### src/rtl/dbmcl_cfg.svh
/*
  Constants of the dual bridge control logic: bus offsets, field positions,
  reset values and timing counts. Assumes a 40 MHz system clock.
*/
`ifndef DBMCL_CFG_SVH
`define DBMCL_CFG_SVH

// ****************************************
// Register map
// ****************************************
`define DBMCL_ADDR_STATUS 8'h00
`define DBMCL_ADDR_CTRL 8'h04
`define DBMCL_CTRL_STBY 0
`define DBMCL_CTRL_RESET 1'h0
`define DBMCL_ST_STATE 0
`define DBMCL_ST_MODE 4
`define DBMCL_ST_TEMP 8
`define DBMCL_ST_OC 9
`define DBMCL_ST_SUPPLY 10
`define DBMCL_ST_BLANK 12
`define DBMCL_ST_CLIM 14

// ****************************************
// Timing
// ****************************************
`define DBMCL_SYS_CLK_HZ 40000000
`define DBMCL_SYS_CLK_NS 25
`define DBMCL_CHOP_HZ 100000
`define DBMCL_CHOP_DIV (`DBMCL_SYS_CLK_HZ / `DBMCL_CHOP_HZ)
`define DBMCL_ANA_BLANK_NS 300
`define DBMCL_ANA_BLANK_CYC \
  ((`DBMCL_ANA_BLANK_NS + `DBMCL_SYS_CLK_NS - 1) / `DBMCL_SYS_CLK_NS)
`define DBMCL_DIG_BLANK_PER 3

`endif

### src/rtl/dbmcl_pkg.sv
/*
  Types shared by the dual bridge control logic.
  Assumes nothing beyond a SystemVerilog compiler.
*/
package dbmcl_pkg;

  typedef enum logic [1:0] {
    DBMCL_ST_CAPTURE = 2'h0,
    DBMCL_ST_RUN = 2'h1,
    DBMCL_ST_FAULT = 2'h3,
    DBMCL_ST_SUPPLY_LOW = 2'h2
  } dbmcl_state_type;

  // Encoded as {mode_sel_2, mode_sel_1, mode_sel_0}
  typedef enum logic [2:0] {
    DBMCL_MODE_STANDBY = 3'h0,
    DBMCL_MODE_TEST = 3'h1,
    DBMCL_MODE_DCS2_STEP = 3'h2,
    DBMCL_MODE_DCL_STEP = 3'h3,
    DBMCL_MODE_DCS4 = 3'h4,
    DBMCL_MODE_STEPL = 3'h5,
    DBMCL_MODE_DCL2 = 3'h6,
    DBMCL_MODE_STEPS2 = 3'h7
  } dbmcl_mode_type;

  typedef enum logic [1:0] {
    DBMCL_PK_OFF = 2'h0,
    DBMCL_PK_STEP = 2'h1,
    DBMCL_PK_DC = 2'h2
  } dbmcl_kind_type;

  typedef struct packed {
    logic oe;
    logic pos;
    logic neg;
  } dbmcl_drive_type;

endpackage

### src/rtl/dbmcl_blank_if.sv
/*
  Signals between the control core and one blanking timer.
  Assumes both ends run on sys_clk.
*/
`timescale 1ns/10ps
interface dbmcl_blank_if;
  logic chop_tick;
  logic start;
  logic digital;
  logic cmp_raw;
  logic oc_raw;
  logic active;
  logic cmp_gated;
  logic oc_seen;
  modport timer (input chop_tick, start, digital, cmp_raw, oc_raw,
                 output active, cmp_gated, oc_seen);
  modport ctrl (output chop_tick, start, digital, cmp_raw, oc_raw,
                input active, cmp_gated, oc_seen);
endinterface

### src/rtl/dbmcl_motor_ctrl.sv
/*
  Control-input decoding for a dual H-bridge driver: drive mode decode,
  bridge output states, sense blanking, fault latch, AHB-Lite registers.
  Assumes all inputs synchronous to sys_clk and nrst from the power monitor.
*/
// Local design decisions: the AHB-Lite interface to the registers and the register addresses.
// How it works
// - Stepping, phase high, enabled, no fault: pos high, neg low.
// - Stepping, phase low, enabled, no fault: neg high, pos low.
// - Stepping, enable low: bridge current off whatever the phase.
// - Enable high turns bridge on; toggling enables gives off or half-step.
// - Either supply indication low holds all outputs in standby.
// - Over-temperature or over-current forces shutdown with outputs off.
// - Fault stays latched, outputs halted, until power-on reset again.
// - Mode pins select one of six bridge arrangements.
// - All mode pins low is standby; test code must never be applied.
// - Mode fixed at power-up; no switching while running.
// - Stepping uses only the fixed analog blank, no digital blank.
// - DC with digital blank select high blanks three chopping periods.
// - DC with digital blank select low uses only analog blank.
// - Current comparator ignored during blanking.
// - Over-current evaluated only within blank windows.
// - Large DC: decode inputs A, B with PWM; PWM low brakes.
// - Modes without short-brake input treat PWM as high.
// - Small DC: both high brake, one high drives, both low open.
// - PWM on short-brake input alternates drive and brake.
// - Stepping modes ignore the short-brake function.
`timescale 1ns/10ps
`include "dbmcl_cfg.svh"
module dbmcl_motor_ctrl #(
  parameter int CHOP_DIV = `DBMCL_CHOP_DIV,
  parameter int ANA_CYC = `DBMCL_ANA_BLANK_CYC,
  parameter int DIG_PER = `DBMCL_DIG_BLANK_PER
) (
  input wire logic sys_clk,
  input wire logic nrst,
  input wire logic hsel,
  input wire logic [31:0] haddr,
  input wire logic [1:0] htrans,
  input wire logic hwrite,
  input wire logic [2:0] hsize,
  input wire logic [31:0] hwdata,
  input wire logic hready,
  output logic hreadyout,
  output logic hresp,
  output logic [31:0] hrdata,
  input wire logic mode_sel_0,
  input wire logic mode_sel_1,
  input wire logic mode_sel_2,
  input wire logic [3:0] phase_in,
  input wire logic [3:0] enable_in,
  input wire logic [1:0] digital_blank_sel,
  input wire logic logic_supply_ok,
  input wire logic motor_supply_ok,
  input wire logic overtemp_detect,
  input wire logic overcurrent_detect,
  input wire logic [1:0] cc_comp_trip,
  output logic [3:0] bridge_out_pos,
  output logic [3:0] bridge_out_neg,
  output logic [3:0] bridge_out_oe,
  output logic [1:0] current_limit,
  output logic fault_latched
);
  import dbmcl_pkg::*;

  // ****************************************
  // Decode functions
  // ****************************************
  function automatic dbmcl_kind_type pair_kind(input dbmcl_mode_type m,
                                               input logic p);
    dbmcl_kind_type k;
    k = DBMCL_PK_OFF;
    unique case (m)
      DBMCL_MODE_STEPS2, DBMCL_MODE_STEPL: k = DBMCL_PK_STEP;
      DBMCL_MODE_DCL2, DBMCL_MODE_DCS4: k = DBMCL_PK_DC;
      DBMCL_MODE_DCL_STEP, DBMCL_MODE_DCS2_STEP:
        k = p ? DBMCL_PK_STEP : DBMCL_PK_DC;
      // Standby and test keep bridges off
      // Test code kept open like standby
      DBMCL_MODE_TEST, DBMCL_MODE_STANDBY: k = DBMCL_PK_OFF;
    endcase
    return k;
  endfunction

  function automatic logic pair_comb(input dbmcl_mode_type m, input logic p);
    return (m == DBMCL_MODE_DCL2) || (m == DBMCL_MODE_STEPL) ||
           (m == DBMCL_MODE_DCL_STEP && !p);
  endfunction

  function automatic dbmcl_drive_type drive_decode(input dbmcl_kind_type k,
    input logic in1, input logic in2, input logic pwm);
    dbmcl_drive_type d;
    d = '0;
    unique case (k)
      DBMCL_PK_STEP:
      begin
        d.oe = in2;
        d.pos = in2 & in1;
        d.neg = in2 & ~in1;
      end
      DBMCL_PK_DC:
      begin
        d.oe = in1 | in2;
        d.pos = in1 & ~in2 & pwm;
        d.neg = in2 & ~in1 & pwm;
      end
      default: d = '0;
    endcase
    return d;
  endfunction

  // ****************************************
  // Chopping reference divider
  // ****************************************
  localparam int CW = $clog2(CHOP_DIV);
  logic [CW-1:0] chop_cnt_ff;
  wire chop_ref_clock = chop_cnt_ff == CW'(CHOP_DIV - 1);

  always_ff @(posedge sys_clk or negedge nrst)
  begin
    if (!nrst)
      chop_cnt_ff <= '0;
    else
      chop_cnt_ff <= chop_ref_clock ? '0 : chop_cnt_ff + 1'b1;
  end

  // ****************************************
  // Input sampling and mode capture
  // ****************************************
  logic [3:0] ph_ff;
  logic [3:0] en_ff;
  logic [1:0] dsel_ff;
  dbmcl_mode_type mode_ff;
  dbmcl_state_type state_ff;
  dbmcl_state_type nxt_state;

  // Control inputs taken only on the chopping tick
  always_ff @(posedge sys_clk or negedge nrst)
  begin
    if (!nrst)
    begin
      ph_ff <= 4'h0;
      en_ff <= 4'h0;
      dsel_ff <= 2'h0;
    end
    else if (chop_ref_clock)
    begin
      ph_ff <= phase_in;
      en_ff <= enable_in;
      dsel_ff <= digital_blank_sel;
    end
  end

  // Mode pins read once after reset release
  always_ff @(posedge sys_clk or negedge nrst)
  begin
    if (!nrst)
      mode_ff <= DBMCL_MODE_STANDBY;
    else if (state_ff == DBMCL_ST_CAPTURE)
      mode_ff <= dbmcl_mode_type'({mode_sel_2, mode_sel_1, mode_sel_0});
  end

  // ****************************************
  // Supervision
  // ****************************************
  logic [1:0] blank_act;
  logic [1:0] oc_seen;
  logic temp_flt_ff;
  logic oc_flt_ff;
  logic soft_stby_ff;
  wire supply_ok = logic_supply_ok & motor_supply_ok;
  // Either detector shuts the outputs down
  wire fault_hit = overtemp_detect | (|oc_seen);
  // Standby while a supply is low
  wire drive_ok = (state_ff == DBMCL_ST_RUN) & supply_ok & ~fault_hit &
                  ~soft_stby_ff;

  always_comb
  begin
    nxt_state = state_ff;
    unique case (state_ff)
      // Over-temperature at release goes straight to shutdown; no blank window is open yet, so over-current is not seen
      DBMCL_ST_CAPTURE:
        nxt_state = fault_hit ? DBMCL_ST_FAULT :
                    supply_ok ? DBMCL_ST_RUN : DBMCL_ST_SUPPLY_LOW;
      DBMCL_ST_RUN:
        if (fault_hit)
          nxt_state = DBMCL_ST_FAULT;
        else if (!supply_ok)
          nxt_state = DBMCL_ST_SUPPLY_LOW;
      DBMCL_ST_SUPPLY_LOW:
        if (fault_hit)
          nxt_state = DBMCL_ST_FAULT;
        else if (supply_ok)
          nxt_state = DBMCL_ST_RUN;
      // Only reset leaves the fault state
      DBMCL_ST_FAULT: nxt_state = DBMCL_ST_FAULT;
    endcase
  end

  always_ff @(posedge sys_clk or negedge nrst)
  begin
    if (!nrst)
    begin
      state_ff <= DBMCL_ST_CAPTURE;
      temp_flt_ff <= 1'b0;
      oc_flt_ff <= 1'b0;
    end
    else
    begin
      state_ff <= nxt_state;
      temp_flt_ff <= temp_flt_ff | overtemp_detect;
      oc_flt_ff <= oc_flt_ff | (|oc_seen);
    end
  end

  assign fault_latched = temp_flt_ff | oc_flt_ff;

  // ****************************************
  // Bridge pairs and blanking
  // ****************************************
  dbmcl_kind_type kind_w [2];
  logic [1:0] comb_w;
  logic [1:0] pwm_w;
  logic [3:0] chg_w;
  logic [1:0] clim_ff;
  dbmcl_drive_type nxt_drv [4];
  logic [3:0] oe_ff;
  logic [3:0] pos_ff;
  logic [3:0] neg_ff;

  for (genvar p = 0; p < 2; p++)
  begin : g_pair
    dbmcl_blank_if bif();
    assign kind_w[p] = pair_kind(mode_ff, 1'(p));
    assign comb_w[p] = pair_comb(mode_ff, 1'(p));
    // Separate DC axes see PWM as high
    assign pwm_w[p] = (kind_w[p] == DBMCL_PK_DC && comb_w[p]) ? ph_ff[2 * p + 1] : 1'b1;
    assign bif.chop_tick = chop_ref_clock;
    assign bif.start = drive_ok & (chg_w[2 * p] | chg_w[2 * p + 1]);
    // Stepping pairs never use the digital blank
    assign bif.digital = (kind_w[p] == DBMCL_PK_DC) & dsel_ff[p];
    assign bif.cmp_raw = cc_comp_trip[p];
    assign bif.oc_raw = overcurrent_detect;
    assign blank_act[p] = bif.active;
    assign oc_seen[p] = bif.oc_seen;
    dbmcl_blank_timer #(
      .ANA_CYC(ANA_CYC),
      .DIG_PER(DIG_PER)
    ) u_blank (
      .sys_clk(sys_clk),
      .nrst(nrst),
      .bif(bif)
    );

    always_ff @(posedge sys_clk or negedge nrst)
    begin
      if (!nrst)
        clim_ff[p] <= 1'b0;
      else
        clim_ff[p] <= bif.cmp_gated;
    end
  end

  for (genvar b = 0; b < 4; b++)
  begin : g_bridge
    localparam int P = b / 2;
    // Combined pairs follow the lead bridge's pins
    wire [1:0] src = comb_w[P] ? 2'(2 * P) : 2'(b);
    // PWM input alternates drive and brake
    assign nxt_drv[b] = drive_ok ? drive_decode(kind_w[P], ph_ff[src], en_ff[src],
                                                pwm_w[P]) : '0;
    assign chg_w[b] = nxt_drv[b] != {oe_ff[b], pos_ff[b], neg_ff[b]};

    always_ff @(posedge sys_clk or negedge nrst)
    begin
      if (!nrst)
        {oe_ff[b], pos_ff[b], neg_ff[b]} <= 3'h0;
      else
        {oe_ff[b], pos_ff[b], neg_ff[b]} <= nxt_drv[b];
    end
  end

  assign bridge_out_oe = oe_ff;
  assign bridge_out_pos = pos_ff;
  assign bridge_out_neg = neg_ff;
  assign current_limit = clim_ff;

  // ****************************************
  // AHB-Lite slave
  // ****************************************
  logic wr_ff;
  logic [7:0] wa_ff;
  logic [31:0] rdata_ff;
  logic [31:0] status_word;
  logic [31:0] rd_mux;
  wire ap = hsel & hready & htrans[1];

  always_comb
  begin
    status_word = 32'h0;
    status_word[`DBMCL_ST_STATE +: 2] = state_ff;
    status_word[`DBMCL_ST_MODE +: 3] = mode_ff;
    status_word[`DBMCL_ST_TEMP] = temp_flt_ff;
    status_word[`DBMCL_ST_OC] = oc_flt_ff;
    status_word[`DBMCL_ST_SUPPLY] = supply_ok;
    status_word[`DBMCL_ST_BLANK +: 2] = blank_act;
    status_word[`DBMCL_ST_CLIM +: 2] = clim_ff;
  end

  // Unmapped words read zero and ignore writes
  assign rd_mux = (haddr[7:0] == `DBMCL_ADDR_STATUS) ? status_word :
                  (haddr[7:0] == `DBMCL_ADDR_CTRL) ? {31'h0, soft_stby_ff} :
                  32'h0;

  always_ff @(posedge sys_clk or negedge nrst)
  begin
    if (!nrst)
    begin
      wr_ff <= 1'b0;
      wa_ff <= 8'h0;
      rdata_ff <= 32'h0;
    end
    else
    begin
      wr_ff <= ap & hwrite;
      wa_ff <= haddr[7:0];
      rdata_ff <= (ap && !hwrite) ? rd_mux : 32'h0;
    end
  end

  always_ff @(posedge sys_clk or negedge nrst)
  begin
    if (!nrst)
      soft_stby_ff <= `DBMCL_CTRL_RESET;
    else if (wr_ff && wa_ff == `DBMCL_ADDR_CTRL)
      soft_stby_ff <= hwdata[`DBMCL_CTRL_STBY];
  end

  // Zero wait states; hsize unused since only whole words exist
  assign hreadyout = 1'b1;
  assign hresp = 1'b0;
  assign hrdata = rdata_ff;

  wire step0 = kind_w[0] == DBMCL_PK_STEP && !comb_w[0];
  wire dcl0 = kind_w[0] == DBMCL_PK_DC && comb_w[0];
endmodule // dbmcl_motor_ctrl

### src/rtl/dbmcl_blank_timer.sv
/*
  Sense blanking timer for one bridge pair: analog length in system
  cycles or digital length in chopping periods.
  Assumes start is a one-cycle pulse and chop_tick a one-cycle enable.
*/
`timescale 1ns/10ps
`include "dbmcl_cfg.svh"
module dbmcl_blank_timer #(
  parameter int ANA_CYC = `DBMCL_ANA_BLANK_CYC,
  parameter int DIG_PER = `DBMCL_DIG_BLANK_PER
) (
  input wire logic sys_clk,
  input wire logic nrst,
  dbmcl_blank_if.timer bif
);
  import dbmcl_pkg::*;

  localparam int MAXC = (ANA_CYC > DIG_PER) ? ANA_CYC : DIG_PER;
  localparam int CW = $clog2(MAXC + 1);

  logic [CW-1:0] cnt_ff;
  logic dig_ff;
  wire dec_en = dig_ff ? bif.chop_tick : 1'b1;
  wire [CW-1:0] load_val = bif.digital ? CW'(DIG_PER) : CW'(ANA_CYC);

  // Retrigger reloads, so back to back transitions stay covered
  always_ff @(posedge sys_clk or negedge nrst)
  begin
    if (!nrst)
    begin
      cnt_ff <= '0;
      dig_ff <= 1'b0;
    end
    else if (bif.start)
    begin
      cnt_ff <= load_val;
      dig_ff <= bif.digital;
    end
    else if (cnt_ff != '0 && dec_en)
      cnt_ff <= cnt_ff - 1'b1;
  end

  assign bif.active = cnt_ff != '0;
  assign bif.cmp_gated = bif.cmp_raw & ~bif.active;
  // Over-current seen only in the window
  assign bif.oc_seen = bif.oc_raw & bif.active;
endmodule // dbmcl_blank_timer

### config.mk
export PLATFORM = sky130hd
export DESIGN_NAME = dbmcl_motor_ctrl
export DESIGN_NICKNAME = d
export VERILOG_FILES = /design/src/rtl/dbmcl_pkg.sv /design/src/rtl/dbmcl_blank_if.sv /design/src/rtl/dbmcl_motor_ctrl.sv /design/src/rtl/dbmcl_blank_timer.sv
export VERILOG_INCLUDE_DIRS = /design/src /design/src/rtl
export SDC_FILE = /design/constraint.sdc
export NUM_CORES = 1
export LEC_CHECK = 0
export ABC_AREA = 1
export BUFFER_PORTS_ARGS = -buffer_cell sky130_fd_sc_hd__buf_2
export CORE_MARGIN = 2
export CORE_UTILIZATION = 40
export CTS_CLUSTER_SIZE = 25
export DETAILED_ROUTE_END_ITERATION = 10
export PLACE_DENSITY = 0.71
export SLEW_MARGIN = 0
export SYNTH_ARGS = -nofsm -noshare
export SYNTH_HDL_FRONTEND = slang
export SYNTH_HIERARCHICAL = 1
export SYNTH_SLANG_ARGS = --single-unit
### constraint.sdc
create_clock -name sys_clk -period 3.25 [get_ports sys_clk]
set_clock_uncertainty 0.2 [all_clocks]
set_input_delay 0.65 -clock sys_clk [delete_from_list [all_inputs] [get_ports sys_clk]]
set_output_delay 0.65 -clock sys_clk [all_outputs]
set_load 0.005 [all_outputs]
After elaboration in Yosys (flattened, before gate mapping)
Memory sizes are Yosys's and may differ from the RTL's.
Cells that the tools add are included.
{"block": "op_classes", "mul": 0, "mux": 39, "n_bitwise": 57, "n_addsub": 3, "eq_ne": 19, "n_shift": 0, "magnitude_cmp": 2, "div_mod_pow": 0, "reduce_logical": 17}
{"operator": "1-bit bitwise AND", "count": 35}
{"operator": "16-bit two-way mux", "count": 2}
{"operator": "4-bit two-way mux", "count": 6}
{"operator": "3-bit case mux with 2 select lines", "count": 4}
{"operator": "8-bit by 3-bit equality test with 1-bit output, second input constant", "count": 2}
{"operator": "2-bit two-way mux", "count": 6}
{"operator": "3-bit two-way mux", "count": 4}
{"operator": "3-bit != test", "count": 4}
{"operator": "1-bit NOT", "count": 12}
{"operator": "1-bit two-way mux", "count": 11}
{"operator": "1-bit bitwise OR", "count": 10}
{"operator": "9-bit by 1-bit adder with 9-bit output, second input constant", "count": 1}
{"operator": "9-bit equality test, second input constant", "count": 1}
{"operator": "9-bit two-way mux", "count": 1}
{"operator": "1-bit binary-select mux with 2-bit select", "count": 4}
{"operator": "2-bit equality test, second input constant", "count": 4}
{"operator": "8-bit zero test", "count": 1}
{"operator": "2-bit case mux with 4 select lines", "count": 1}
{"operator": "4-bit nonzero test", "count": 2}
{"operator": "4-bit by 1-bit subtractor with 4-bit output, second input constant", "count": 2}
{"operator": "2-bit by 1-bit equality test with 1-bit output, second input constant", "count": 3}
{"operator": "3-bit equality test, second input constant", "count": 2}
{"operator": "1-bit logical AND", "count": 6}
{"operator": "3-bit != test, second input constant", "count": 2}
{"operator": "other kinds (9)", "count": 11}
{"block": "totals", "latch_bits": 0, "ramBits": 0, "elab_cells": 169, "memories": 2, "out_inout_bits": 49, "reg_bits": 76, "input_bits": 93, "rom_bits": 32}
{"memory": "(no name shown)", "words": 8, "word_bits": 2, "read_ports": 1, "rd_ports_with_merged_regs": 0, "wr": 0, "line_no": "dbmcl_motor_ctrl.sv:73", "source": "unique case (m)"}
{"memory": "(no name shown)", "words": 8, "word_bits": 2, "read_ports": 1, "rd_ports_with_merged_regs": 0, "wr": 0, "line_no": "dbmcl_motor_ctrl.sv:73"}

Depth between registers and ports, before layout
Gate-level depths: netlist of the first run.
{"block": "depth", "depth_word": 15, "depth_mapped": 22, "ltp_nobuf": 22}

By module
Netlist of the first run, hierarchy kept.
{"mod": "dbmcl_motor_ctrl", "cells_each": 359, "area_each_um2": 2952.8, "seq_area_each_um2": 1551.5, "instances": 1}
{"mod": "dbmcl_blank_timer", "cells_each": 44, "area_each_um2": 339.1, "seq_area_each_um2": 125.1, "instances": 2}

Least setup slack after synthesis of the first run
Ideal clock, no wire load.
{"block": "synth_timing", "path_type": "input to register", "start": "input port overcurrent_detect", "end": "register g_pair[1].u_blank.cnt_ff[2]", "path_slack_ns": 0.657, "setup_time_ns": 0.065, "path_stages": 18, "t_arrival_ns": 2.328, "required_time_ns": 2.985, "path_buffers": 0, "path_cell_list": "a21boi_0 inv_1 nand3_1 nor2_1 nand3_1 nor2_1 nand3_1 nand2_1 nand2_1 nand3_1 nor2_1 nor2_1 inv_2 nand3_2 nand2_4 nor2_2 nand2_1 nand2_1"}
{"block": "synth_between", "elab_chain_cells": 11, "elab_cells_between_ends": 15, "cone_classes": "eq/ne: 2; mux: 3; bitwise: 8; reduce/logical: 2"}
{"item": "from (decl)", "line_no": "dbmcl_motor_ctrl.sv:56", "source": "input wire logic overcurrent_detect,"}
{"item": "1-bit bitwise AND", "line_no": "dbmcl_blank_timer.sv:46", "source": "assign bif.oc_seen = bif.oc_raw & bif.active;"}
{"item": "2-bit OR reduction *", "line_no": "dbmcl_motor_ctrl.sv:173", "source": "wire fault_hit = overtemp_detect | (|oc_seen);"}
{"item": "1-bit bitwise OR *", "line_no": "dbmcl_motor_ctrl.sv:173"}
{"item": "1-bit NOT *", "line_no": "dbmcl_motor_ctrl.sv:175", "source": "wire drive_ok = (state_ff == DBMCL_ST_RUN) & supply_ok & ~fault_hit &"}
{"item": "1-bit bitwise AND * (2 in series)", "line_no": "dbmcl_motor_ctrl.sv:175"}
{"item": "3-bit two-way mux", "line_no": "dbmcl_motor_ctrl.sv:271", "source": "assign nxt_drv[b] = drive_ok ? drive_decode(kind_w[P], ph_ff[src], en_ff[src],"}
{"item": "3-bit != test", "line_no": "dbmcl_motor_ctrl.sv:273", "source": "assign chg_w[b] = nxt_drv[b] != {oe_ff[b], pos_ff[b], neg_ff[b]};"}
{"item": "1-bit bitwise OR", "line_no": "dbmcl_motor_ctrl.sv:240", "source": "assign bif.start = drive_ok & (chg_w[2 * p] | chg_w[2 * p + 1]);"}
{"item": "1-bit bitwise AND *", "line_no": "dbmcl_motor_ctrl.sv:240"}
{"item": "via g_pair[1].bif.start", "line_no": "dbmcl_blank_if.sv:8", "source": "logic start;"}
{"item": "4-bit two-way mux or 2-bit nonzero test (tied branches)"}
{"item": "to (signal assigned)", "line_no": "dbmcl_blank_timer.sv:36", "source": "cnt_ff <= load_val;"}
{"item": "to (signal assigned)", "line_no": "dbmcl_blank_timer.sv:40", "source": "cnt_ff <= cnt_ff - 1'b1;"}
{"item": "to (decl)", "line_no": "dbmcl_blank_timer.sv:21", "source": "logic [CW-1:0] cnt_ff;"}
Mark *: on every way through the listed nets, which the timed path passes. The rest lies on a longest branch.
A chain may end at the register's enable or synchronous reset.

==> results of run 1 <==
[metrics by stage]
stage	power [uW]	cell area (um^2)	util	hold slack [ns]
detailed placement	981.2	3995	0.4559	0.2512
floorplan	954.4	3706	-	0.1544
finish	1652	4217	0.4812	0.1152
CTS	1679	4192	0.4783	0.1362
global placement	979.4	3995	0.4559	0.2371
global route	1727	4217	0.4812	0.1482
[per-layer routing]
layer | global-route usage | vias to the layer above | share of wire
met2 | 0.2453 | 84 | 0.47
li1 | - | 1482 | -
met5 | 0 | - | 0
met3 | 0.04708 | 6 | 0.058
met1 | 0.2000 | 1368 | 0.47
met4 | 0.04004 | 0 | 0.0073
[final timing paths]
check | from | to | cells past startpoint
max | g_pair[0].u_blank/cnt_ff[0] | g_pair[1].u_blank/cnt_ff[3] | 20
min | nrst | wa_ff[4] | 1
max reg2reg | g_pair[0].u_blank/cnt_ff[0] | g_pair[1].u_blank/cnt_ff[3] | 20
min reg2reg | chop_cnt_ff[0] | chop_cnt_ff[0] | 1
max in group asynchronous | nrst | mode_ff[1] | 2
min in group sys_clk | haddr[5] | wa_ff[5] | 1
[timing repair]
action                                 CTS  global route
endpoints found under the hold margin    0             0
buffers inserted                         0             0
resized for setup                        0             8
hold buffers                             0             0
setup endpoints to repair                0             9
[kinds of logic after synthesis]
logic type / Yosys count / synth area share
adder cells (fa/ha/maj): 5 / 0.01723
other: 2 / 0.002068
flip-flops: 72 / 0.4962
buffers and inverters: 95 / 0.1210
AO/OA/AOI/OAI: 38 / 0.05651
XOR/XNOR: 7 / 0.01689
AND/OR/NAND/NOR: 228 / 0.2901
[final cells by class]
class | count | area [um^2] | area share
repair buffers | 64 | 330.3 | 0.07834
clock buffers | 9 | 123.9 | 0.02938
flip-flops and latches | 72 | 1802 | 0.4273
inverters | 70 | 262.8 | 0.06231
multi-input cells | 300 | 1490 | 0.3534
well taps | 108 | 135.1 | 0.03205
clock inverters | 7 | 72.57 | 0.01721
[layout by cell type (no fill, tap or decap), types with 7 or more instances in the layout]
cell type / n
sky130_fd_sc_hd__nand3_1: 32
sky130_fd_sc_hd__clkbuf_8: 9
sky130_fd_sc_hd__o21ai_0: 21
sky130_fd_sc_hd__dfrtp_1: 72
sky130_fd_sc_hd__nand2_2: 7
sky130_fd_sc_hd__nand2_1: 106
sky130_fd_sc_hd__inv_1: 66
sky130_fd_sc_hd__nor2_1: 50
sky130_fd_sc_hd__a21oi_1: 7
sky130_fd_sc_hd__buf_2: 60
sky130_fd_sc_hd__nand4_1: 7
sky130_fd_sc_hd__conb_1: 22
[power groups by stage]
stage                     sequential (uW)  clock, uW  combinational (uW)
after global placement                922          0                57.0
after floorplan                       923          0                31.8
after detailed placement              923          0                58.5
after global routing                  905        753                67.8
final                                 905        689                58.0
after CTS                             905        715                58.5
[worst reg2reg max path, cell delays in order, from the launching register on]
cell and delay (ns):
sky130_fd_sc_hd__dfrtp_1 0.38, sky130_fd_sc_hd__inv_1 0.14, sky130_fd_sc_hd__ha_2 0.23, sky130_fd_sc_hd__a21boi_0 0.09, sky130_fd_sc_hd__inv_1 0.08, sky130_fd_sc_hd__nand3_1 0.14
sky130_fd_sc_hd__nor2_4 0.16, sky130_fd_sc_hd__nand2_2 0.12, sky130_fd_sc_hd__inv_1 0.14, sky130_fd_sc_hd__nand2_1 0.13, sky130_fd_sc_hd__nor2_4 0.11, sky130_fd_sc_hd__xnor2_1 0.13
sky130_fd_sc_hd__nand4_1 0.09, sky130_fd_sc_hd__nor2_1 0.17, sky130_fd_sc_hd__nor2_2 0.08, sky130_fd_sc_hd__inv_2 0.14, sky130_fd_sc_hd__nand3_2 0.12, sky130_fd_sc_hd__nand2_4 0.11
sky130_fd_sc_hd__nor2_2 0.05, sky130_fd_sc_hd__nand2_1 0.06, sky130_fd_sc_hd__nand2_1 0.04
[registers in the layout, indices dropped and copies added, names as in the netlist, 8 cells and up]
register / flops
g_pair.u_blank/cnt_ff: 8
wa_ff: 8
hrdata: 12
chop_cnt_ff: 9
==> results, run 1 <==
- The flow ran to the end, and the final reports show no timing, DRC or antenna violations.
- The number of I/O pins is 142.
- The clock passes through at most 2 buffers.
- In this run, distinct cell masters in the synthesized netlist total 27.
- The count of final hold-check violations was 0.
- Static timing analysis puts the maximum clock frequency at 332.3 MHz.
- The final net count is 615.
- The cell taking the most area after synthesis is sky130_fd_sc_hd__dfrtp_1.
- The commonest cells after synthesis are sky130_fd_sc_hd__nand2_1 (107), sky130_fd_sc_hd__dfrtp_1 (72), sky130_fd_sc_hd__inv_1 (67).
- Along the worst path, the maximum fanout reaches 7.
- After detailed routing, the average wire length per cell comes to 11.56 um.
- The sum of negative setup slack is 0 ns.
- Synthesis produced 447 cells.
- The floorplan step set the die height to 99.28 um.
- The clock tree from TritonCTS is built.
- The number of buffers inserted by port buffering is 60.
- The initial utilization of the core area, before any placement, comes to 0.4143.
- The tool flagged a number of max-cap violations equal to 0.
- The part of the Yosys area used for sequential elements is 0.4962.
- The share of the clock period used by the worst path is 0.9261.
- STA classifies the critical path startpoint as a flip-flop.
- The initial antenna violation count is 0.
- The category of cells accounting for the largest share of critical-path delay is simple AND/OR/NAND/NOR gates.
- The critical path contains buffers and inverters numbering 4 combined.
- The floorplan step set the die width to 99.28 um.
- Including well taps, the total number of placed cells is 614.
- The area of the core is 8763 um^2.
- The clock transition at the register clock pins on the worst setup and hold paths after CTS is 0.08 ns.
- The first-iteration detailed-routing DRC count is 149.
- The deepest level of the CTS H-tree is 3.
- In this run the clock root is driven by a sky130_fd_sc_hd__clkbuf_8.
- The proportion of register bits with asynchronous set or reset after synthesis is 1.000.
- The count of yosys warnings during synthesis is 6.
- The layout cell share with drive strength beyond 1 is 0.2184.
- Headroom to the max-slew limit came out at 0.5850.
- After filler insertion, the fill cell instance count of the layout stands at 848.
- Summed over all layers, the global routing overflow is 0.
- For this run, the total global-route usage over all layers was measured as 0.1520.
- Of the post-synthesis cell area, the dominant cell type holds 0.4962.
- At the later pin of the worst-skew pair, clock insertion delay measures 0.34 ns.
- The most instantiated flip-flop cell in the synthesis netlist is sky130_fd_sc_hd__dfrtp_1.
- Of the total power, registers draw 0.548.
- The maximum number of pins on one net before global-route repair is 29.
- The number of vias after detailed routing is 2940.
- The placer congestion estimate is 0.8407.
- Of the total power, the clock network draws 0.417.
- Cell internal power was estimated by the tool at 1277 uW.
- The cell area that synthesis handed to floorplanning was 3631 um^2.
- After synthesis, the cell types taking the most area are sky130_fd_sc_hd__dfrtp_1 (50%), sky130_fd_sc_hd__nand2_1 (11%), sky130_fd_sc_hd__inv_1 (6.9%).
- The total DRC errors in the routed layout is 0.
- The power density relative to cell area is 391.8 nW/um^2.
- The number of synthesized register bits is 72.
- The number of antenna cells inserted is 0.
- The estimated wirelength of the detail-placed design is 5594 um.
- Setup slack closes at 0.2402 ns.
- The count of flip-flops with a built-in enable after synthesis is 0.
- The total count of max-transition violations in the final report came to 0.
- The number of placement rows is 34.
- The maximum VDD drop is 0.1777 mV.
- The worst setup path is of the reg -> reg kind.
- The number of CTS-inserted buffers is 9.
- The critical path goes through inv_1, ha_2, a21boi_0, inv_1, nand3_1, nor2_4, nand2_2, inv_1, nand2_1, nor2_4, xnor2_1, nand4_1, nor2_1, nor2_2, inv_2, nand3_2, nand2_4, nor2_2, nand2_1, nand2_1.
- Setup violations remaining at the end of the flow were counted as 0.
- The die area is 9856 um^2.
- Of the total power, the share spent switching nets is 0.2272.
- STA puts the critical path data arrival time at 3.05 ns.
- The worst endpoint required time is 3.29 ns.
- The area growth from synthesis to final layout is 16.13%.
- The combinational fraction of design power is 0.035.
- The post-synthesis area per instance is 8.123 um^2.
- The count of nets left with antenna violations once routing finished came out at 0.
- Among all cell types in the netlist, the one instantiated most often is sky130_fd_sc_hd__nand2_1.
- In this run the static leakage power is 0.002379 uW.
- STA classifies the critical path endpoint as a flip-flop.
- For flop-to-flop paths, the worst setup slack is 0.24 ns.
- The worst min-delay path category is in -> async.
- The number of global-route vias before repair is 2763.
- Before CTS, the worst setup slack after placement is 0.1016 ns.
- Summed over all nets, the switching power comes to 375.4 uW.
- Once layout is complete, the cells apart from fillers number 630.
- The maximum cell stage delay along the critical path is 0.38 ns.
- The detailed-route wire length is 7281 um.
- The global-route wire length before repair is 12070 um.
- The worst-margin pin slew is 0.6225 ns.
- Dividing the detail-routed via count by the number of cells gives 4.667.
- The cell with the largest stage delay on the worst path is sky130_fd_sc_hd__dfrtp_1.
- The clock period minus worst slack is 3.010 ns.
- The pre-antenna-repair detailed-routing pass consisted of 6 iterations.
- The number of sinks driven by the clock tree is 72.
(Power assumes the default switching activity.)
==> inputs of run 2 (changes only) <==
--- a/config.mk
+++ b/config.mk
@@ -8,6 +8,7 @@
 export LEC_CHECK = 0
 export ABC_AREA = 1
 export BUFFER_PORTS_ARGS = -buffer_cell sky130_fd_sc_hd__buf_2
+export CAP_MARGIN = 20
 export CORE_MARGIN = 2
 export CORE_UTILIZATION = 40
 export CTS_CLUSTER_SIZE = 25
==> constraint.sdc (replaced) <==
create_clock -name sys_clk -period 3.25 [get_ports sys_clk]
set_clock_uncertainty 0.2 [all_clocks]
set_input_delay 0.325 -clock sys_clk [delete_from_list [all_inputs] [get_ports sys_clk]]
set_output_delay 0.325 -clock sys_clk [all_outputs]
set_load 0.005 [all_outputs]
==> run 2 against run 1 <==
  * Via count grew 1.6%
  * Combinational power grew 36%
  * Fmax grew 2.0%
  * Critical endpoint is now g_pair[1].u_blank/cnt_ff[2]
  * Final area grew 5.0%
  * Cell count grew 3.5%
  * Count of clock-buffer cells in the layout grew 2
  * Hold slack lost 0.095 ns
  * Wire length grew 1.2%
==> results, run 2 (same netlist as run 1, synthesis figures left out) <==
- The estimated wirelength of the detail-placed design was 5585 um (-0.16%).
- The number of vias after detailed routing is 2987 (+1.6%).
- The sum of negative setup slack was 0 ns (unchanged).
- The number of antenna cells inserted was 0 (unchanged).
- The final net count is 637 (+3.6%).
- The setup path with the least slack is of type reg -> reg.
- The via-per-instance ratio is 4.581 (-1.8%).
- The highest clock rate came to 339.0 MHz (+2.0%).
- In the layout the commonest cells are sky130_fd_sc_hd__nand2_1 (106), sky130_fd_sc_hd__dfrtp_1 (72), sky130_fd_sc_hd__inv_1 (67).
- The placer congestion estimate is 0.8444 (+0.44%).
- The detailed-routing iteration count for the pre-antenna-repair pass is 4 (-2).
- The number of placement rows is 34 (unchanged).
- The total count of max-transition violations in the final report is 0 (unchanged).
- The area growth from synthesis to final layout is 21.88%.
- The startpoint of the most critical hold path is mode_sel_0.
- The deepest level of the CTS H-tree was 3 (unchanged).
- The number of flip-flops in the largest register is 12 (unchanged).
- Setup repair after global routing left no endpoint under its margin.
- The reg-to-reg critical path endpoint is g_pair[1].u_blank/cnt_ff[2].
- The vertical die dimension is 99.28 um (unchanged).
- The data arrival time of the critical path is 2.99 ns (-0.06 ns).
- The first-iteration detailed-routing DRC count is 106 (-29%).
- The number of buffers inserted by port buffering came to 60 (unchanged).
- The clock tree from TritonCTS is built.
- The count of fill cells added during filler insertion is 832 (-1.9%).
- The worst hold path passes through 3 cells.
- The max capacitance violation total came to 0 (unchanged).
- The reg2reg setup slack is 0.30 ns (+0.06 ns).
- The worst setup slack after layout is 0.2997 ns (+0.05948 ns).
- CTS placed an instance of sky130_fd_sc_hd__clkbuf_8 at the clock tree root.
- The layout cell share with drive strength beyond 1 is 0.2096 (-0.008832).
- The category of the worst setup path capture point is a flip-flop.
- The area of the core is 8763 um^2 (unchanged).
- The setup slack after placement is 0.05735 ns (-0.04421 ns).
- The run finished with clean final reports.
- The number of failing setup endpoints in the final timing report is 0 (unchanged).
- The number of sinks driven by the clock tree was 72 (unchanged).
- The number of antenna-violating nets in the routed design came to 0 (unchanged).
- The total DRC errors in the routed layout is 0 (unchanged).
- STA classifies the critical path startpoint as a flip-flop.
- The path class of the tightest hold or removal check is in -> reg.
- The initial standard-cell utilization of the core is 0.4143 (unchanged).
- The average wire length per cell after detail routing is 11.31 um (-2.2%).
- The number of cell instances on the worst register-to-register path was 20 (unchanged).
- The global-route wire length before repair is 12210 um (+1.2%).
- The buffer count from post-CTS setup fixing is 0 (unchanged).
- The die extent in x is 99.28 um (unchanged).
- The standby leakage power is 0.002472 uW (+3.9%).
- The remaining global-route overflow was 0 (unchanged).
- The worst register-to-register path begins at g_pair[0].u_blank/cnt_ff[0].
- The maximum clock path buffer count came to 2 (unchanged).
- The maximum VDD drop is 0.2279 mV (+28%).
- The largest fanout on the critical path is 7 (unchanged).
- The total routing resource utilization after global routing is 0.1544 (+0.002343).
- The worst hold endpoint is mode_ff[0].
- The number of global-route vias before repair is 2819 (+2.0%).
- The power density relative to cell area is 367.6 nW/um^2 (-6.2%).
- The clock transition at the register clock pins on the worst setup and hold paths after CTS is 0.08 ns (about the same).
- The initial antenna violation count is 0 (unchanged).
- The later-pin clock latency in the skew report is 0.34 ns (about the same).
- The share of the clock period used by the worst path is 0.9078 (-0.01830).
- The count of final hold-check violations is 0 (unchanged).
- The clock period minus worst slack is 2.950 ns (-0.05948 ns).
- The worst endpoint required time came to 3.29 ns (about the same).
- The detailed-route wire length is 7371 um (+1.2%).
- The die area is 9856 um^2 (unchanged).
- The maximum number of pins on one net before global-route repair came to 34 (+17%).
- The most common cell after layout, fill and taps aside is sky130_fd_sc_hd__nand2_1.
- The number of I/O pins is 142 (unchanged).
- The number of CTS-inserted buffers is 9 (unchanged).
[run 2: cell types whose count changed in the layout (fill, tap and decap cells not counted)]
| cell | previous run | this run |
|---|---|---|
| sky130_fd_sc_hd__inv_1 | 66 | 67 |
| sky130_fd_sc_hd__nor2_2 | 6 | 7 |
| sky130_fd_sc_hd__clkinvlp_4 | 2 | 1 |
| sky130_fd_sc_hd__clkbuf_8 | 9 | 11 |
| sky130_fd_sc_hd__inv_2 | 4 | 3 |
| sky130_fd_sc_hd__dlygate4sd3_1 | 0 | 22 |
| sky130_fd_sc_hd__clkinv_2 | 2 | 3 |
| sky130_fd_sc_hd__nor2_1 | 50 | 49 |
| sky130_fd_sc_hd__bufinv_16 | 1 | 0 |
| sky130_fd_sc_hd__clkinv_4 | 2 | 1 |
[run 2: per-stage QoR]
stage / hold WS (ns) / util / cell area [um^2] / cells / total power, uW
3_3_place_gp: 0.08738 / 0.4559 / 3995 / 614 / 979.1
3_5_place_dp: 0.09483 / 0.4559 / 3995 / 614 / 981.0
6_report: 0.01982 / 0.5050 / 4425 / 652 / 1627
2_1_floorplan: -0.1706 / - / 3706 / 467 / 954.4
4_1_cts: 0.001748 / 0.5007 / 4388 / 651 / 1651
5_1_grt: 0.01510 / 0.5050 / 4425 / 652 / 1713
[run 2: final cells by class]
class	instances	area [um^2]	area share
multi-input combinational	300	1493	0.3373
clock buffer	11	151.4	0.03421
clock inverter	5	31.28	0.007068
timing repair buffer	86	550.5	0.1244
tap	108	135.1	0.03053
inverter	70	262.8	0.05937
sequential	72	1802	0.4071
[run 2: layer usage]
| metal | share of wire | track usage | vias to the layer above |
|---|---|---|---|
| met1 | 0.47 | 0.1939 | 1369 |
| met2 | 0.46 | 0.2547 | 87 |
| li1 | - | - | 1527 |
| met4 | 0.0065 | 0.04426 | 0 |
| met3 | 0.063 | 0.05200 | 4 |
| met5 | 0 | 0 | - |
[run 2: how the worst max path moves through the flow]
stage	from	end	slack, ns	cells after the start
after floorplan	g_pair[0].u_blank/cnt_ff[0]	g_pair[1].u_blank/cnt_ff[2]	0.66	20
after global placement	g_pair[0].u_blank/cnt_ff[0]	g_pair[1].u_blank/cnt_ff[3]	0.17	20
after detailed placement	g_pair[0].u_blank/cnt_ff[0]	g_pair[1].u_blank/cnt_ff[2]	0.06	20
after CTS	g_pair[0].u_blank/cnt_ff[0]	g_pair[1].u_blank/cnt_ff[2]	0.06	20
after global routing	g_pair[1].u_blank/cnt_ff[0]	g_pair[1].u_blank/cnt_ff[2]	0.03	21
final	g_pair[0].u_blank/cnt_ff[0]	g_pair[1].u_blank/cnt_ff[2]	0.30	20
[run 2: where the power goes]
part	internal (uW)	switching, uW	total, uW
Clock	316	327	643
Combinational	37.8	41.0	78.7
Sequential	902	2.73	905
[run 2: repair_timing]
| action | 4_1_cts | 5_1_grt |
|---|---|---|
| gates resized for setup | 0 | 8 |
| hold buffers | 21 | 1 |
| endpoints found under the setup margin | 0 | 9 |
| endpoints found under the hold margin | 38 | 1 |
[run 2: worst max-delay path: stages (launching register included)]
cell and delay, ns:
sky130_fd_sc_hd__dfrtp_1 0.38, sky130_fd_sc_hd__inv_1 0.14, sky130_fd_sc_hd__ha_2 0.23, sky130_fd_sc_hd__a21boi_0 0.09
sky130_fd_sc_hd__inv_1 0.08, sky130_fd_sc_hd__nand3_1 0.14, sky130_fd_sc_hd__nor2_4 0.16, sky130_fd_sc_hd__nand2_2 0.12
sky130_fd_sc_hd__inv_1 0.14, sky130_fd_sc_hd__nand2_1 0.12, sky130_fd_sc_hd__nor2_4 0.11, sky130_fd_sc_hd__xnor2_1 0.12
sky130_fd_sc_hd__nand4_1 0.11, sky130_fd_sc_hd__nor2_2 0.13, sky130_fd_sc_hd__nor2_2 0.08, sky130_fd_sc_hd__inv_2 0.13
sky130_fd_sc_hd__nand3_2 0.11, sky130_fd_sc_hd__nand2_4 0.10, sky130_fd_sc_hd__nor2_2 0.05, sky130_fd_sc_hd__nand2_1 0.06
sky130_fd_sc_hd__nand2_1 0.05
==> inputs of run 3 (changes only) <==
--- a/config.mk
+++ b/config.mk
@@ -13,7 +13,8 @@
 export CORE_UTILIZATION = 40
 export CTS_CLUSTER_SIZE = 25
 export DETAILED_ROUTE_END_ITERATION = 10
-export PLACE_DENSITY = 0.71
+export PLACE_DENSITY_LB_ADDON = 0.1
+export SETUP_SLACK_MARGIN = 0.1
 export SLEW_MARGIN = 0
 export SYNTH_ARGS = -nofsm -noshare
 export SYNTH_HDL_FRONTEND = slang
==> run 3 against run 2 <==
  * Clock power is 22% higher
  * Non-clock buffer count is 6 higher
  * Sequential power hardly changed
  * Critical path type unchanged
  * Largest cell class unchanged
==> results, run 3 (same netlist as run 1, synthesis figures left out) <==
- The initial standard-cell utilization of the core is 0.4143 (unchanged).
- The clock transition at the register clock pins on the worst setup and hold paths after CTS is 0.08 ns (about the same).
- The placer congestion estimate is 0.8075 (-4.4%).
- The layout cell share with drive strength beyond 1 came to 0.2145 (+0.004987).
- The number of I/O pins is 142 (unchanged).
- The max capacitance violation total is 0 (unchanged).
- The number of sinks driven by the clock tree was 72 (unchanged).
- The maximum number of pins on one net before global-route repair is 42 (+24%).
- The endpoint identified for the worst register-to-register timing path is g_pair[0].u_blank/cnt_ff[2].
- The die area is 9856 um^2 (unchanged).
- The number of global-route vias before repair came to 2785 (-1.2%).
- The highest clock rate was 349.7 MHz (+3.2%).
- For the pin with the worst max-slew slack, the measured transition is 0.7512 ns.
- The number of antenna-violating nets in the routed design was 0 (unchanged).
- The total routing resource utilization after global routing is 0.1580 (+0.003591).
- The die extent in x was 99.28 um (unchanged).
- The maximum clock path buffer count is 2 (unchanged).
- The worst endpoint required time is 3.29 ns (about the same).
- The count of final hold-check violations was 0 (unchanged).
- The detailed-route wire length is 7509 um (+1.9%).
- The kind of cell with the highest combined delay along the critical path is simple AND/OR/NAND/NOR gates.
- The type of the worst setup path is reg -> reg.
- The initial antenna violation count came to 0 (unchanged).
- The number of antenna cells inserted is 0 (unchanged).
- The category of the worst setup path capture point is a flip-flop.
- In this run the tightest slew margin relative to its limit is 0.4992.
- The power density relative to cell area came to 390.1 nW/um^2 (+6.1%).
- Relative to the synthesized area, the layout overhead comes to 25.09%.
- The setup slack after placement is 0.1453 ns (+0.08798 ns).
- The largest fanout on the critical path is 7 (unchanged).
- The final net count came to 643 (+0.94%).
- The share of the clock period used by the worst path was 0.8798 (-0.02799).
- The area of the core is 8763 um^2 (unchanged).
- The final-layout worst hold slack is 0.01947 ns (-0.0003516 ns).
- The total count of max-transition violations in the final report is 0 (unchanged).
- The deepest level of the CTS H-tree is 3 (unchanged).
- The first-iteration detailed-routing DRC count is 91 (-14%).
- The startpoint of the worst-slack reg-to-reg timing path is g_pair[0].u_blank/cnt_ff[1].
- The total DRC errors in the routed layout is 0 (unchanged).
- Leaving out fill and tap cells, the most frequent cell in the layout is sky130_fd_sc_hd__nand2_1.
- The reg2reg setup slack is 0.39 ns (+0.09 ns).
- The maximum cell stage delay along the critical path was 0.41 ns (+0.03 ns).
- The later-pin clock latency in the skew report is 0.34 ns (about the same).
- The maximum VDD drop is 0.1606 mV (-30%).
- The clock period minus worst slack is 2.859 ns (-0.09098 ns).
- In the layout the commonest cells are sky130_fd_sc_hd__nand2_1 (106), sky130_fd_sc_hd__dfrtp_1 (72), sky130_fd_sc_hd__inv_1 (65).
- The number of cell instances on the worst register-to-register path is 22 (+10%).
- The path with the worst hold slack has its endpoint at ph_ff[1].
- The worst setup slack after layout was 0.3907 ns (+0.09098 ns).
- The path class of the tightest hold or removal check is in -> reg.
- The number of CTS-inserted buffers is 9 (unchanged).
- The worst hold path depth is 3 (unchanged).
- The standby leakage power is 0.002526 uW (+2.2%).
- The average wire length per cell after detail routing is 11.41 um (+0.94%).
- The count of fill cells added during filler insertion is 851 (+2.3%).
- The via-per-instance ratio is 4.479 (-2.2%).
- The number of vias after detailed routing is 2947 (-1.3%).
- Counting stages on the worst path, the most repeated cell is sky130_fd_sc_hd__nand2_1.
- The combined buffer and inverter count along the critical path was 5 (+1).
- The detailed-routing iteration count for the pre-antenna-repair pass was 4 (unchanged).
- The number of flip-flops in the largest register is 12 (unchanged).
- Walking the worst path, the cells encountered are inv_1, ha_2, a21boi_0, inv_1, nand3_2, nor2_4, nand3_1, buf_4, nor2_2, nand3_1, nand2_1, nand2_1, nor2_1, nand3_1, nand2_1, inv_2, inv_4, nand3_2, nand2_4, nor2_2, nand2_1, nand2_1.
- The vertical die dimension is 99.28 um (unchanged).
- The sum of negative setup slack is 0 ns (unchanged).
- The worst hold path begins at phase_in[1].
- The remaining global-route overflow came to 0 (unchanged).
- The number of buffers inserted by port buffering came to 60 (unchanged).
- The cell with the largest stage delay on the worst path is sky130_fd_sc_hd__dfrtp_1.
- Setup repair after global routing left no endpoint under its margin.
- The data arrival time of the critical path was 2.90 ns (-0.09 ns).
- The global-route wire length before repair came to 12490 um (+2.3%).
- The number of failing setup endpoints in the final timing report is 0 (unchanged).
- The worst setup path is launched from a flip-flop.
- The estimated wirelength of the detail-placed design is 5534 um (-0.91%).
- The clock tree from TritonCTS is built.
- The flow ran to the end, and the final reports show no timing, DRC or antenna violations.
- The clock tree root driver cell is sky130_fd_sc_hd__clkbuf_8.
- The number of placement rows is 34 (unchanged).
-- run 3: cell count changes in the layout (fill, tap and decap cells not counted), sizes merged --
cell	delta
buf	+3
clkinv	-3
clkinvlp	+1
dlygate4sd3	+3
bufinv	+2
-- run 3: worst max path at each step --
stage | endpoint | slack [ns] | cells past startpoint | start
floorplan | g_pair[1].u_blank/cnt_ff[2] | 0.66 | 20 | g_pair[0].u_blank/cnt_ff[0]
global placement | g_pair[0].u_blank/cnt_ff[3] | 0.20 | 21 | g_pair[0].u_blank/cnt_ff[1]
detailed placement | g_pair[0].u_blank/cnt_ff[2] | 0.15 | 21 | g_pair[0].u_blank/cnt_ff[1]
CTS | g_pair[0].u_blank/cnt_ff[2] | 0.13 | 21 | g_pair[0].u_blank/cnt_ff[1]
global route | g_pair[0].u_blank/cnt_ff[2] | 0.11 | 22 | g_pair[0].u_blank/cnt_ff[1]
finish | g_pair[0].u_blank/cnt_ff[2] | 0.39 | 22 | g_pair[0].u_blank/cnt_ff[1]
-- run 3: area by class of cell --
type	instances	area, um^2	share of cell area
timing repair buffer	92	615.6	0.1355
inverter	70	265.3	0.05840
clock inverter	5	80.08	0.01763
tap	108	135.1	0.02975
sequential	72	1802	0.3967
clock buffer	11	141.4	0.03113
multi-input combinational	300	1503	0.3309
-- run 3: tightest hold or removal path, cell delays in order --
cell	delay, ns
sky130_fd_sc_hd__buf_2	0.08
sky130_fd_sc_hd__nand2_1	0.05
sky130_fd_sc_hd__o21ai_0	0.06
-- run 3: power by group --
group / switching [uW] / leakage, uW / internal (uW)
sequential: 2.57 / 0.000877 / 902
combinational: 41.8 / 0.00154 / 41.2
clock: 332 / 0.000106 / 452
total: 376 / 0.00253 / 1400
-- run 3: timing repair --
action                                  in CTS  in global routing
hold endpoints to repair                    55                  0
setup buffers                                0                  1
hold buffers                                25                  0
gates resized for setup                      0                 13
endpoints found under the setup margin       0                  8
-- run 3: stage by stage --
| step | cells | util | power (uW) | instance area, um^2 |
|---|---|---|---|---|
| floorplan | 467 | - | 954.4 | 3706 |
| global placement | 616 | 0.4590 | 981.5 | 4023 |
| detailed placement | 616 | 0.4590 | 982.3 | 4023 |
| CTS | 657 | 0.5129 | 1800 | 4494 |
| global route | 658 | 0.5183 | 1848 | 4542 |
| finish | 658 | 0.5183 | 1772 | 4542 |
-- run 3: routing by layer --
metal | global-route usage | share of wire | up-vias
met5 | 0 | 0 | -
met4 | 0.06955 | 0.011 | 0
met3 | 0.02670 | 0.042 | 6
met2 | 0.2531 | 0.46 | 66
met1 | 0.2115 | 0.49 | 1335
li1 | - | - | 1540
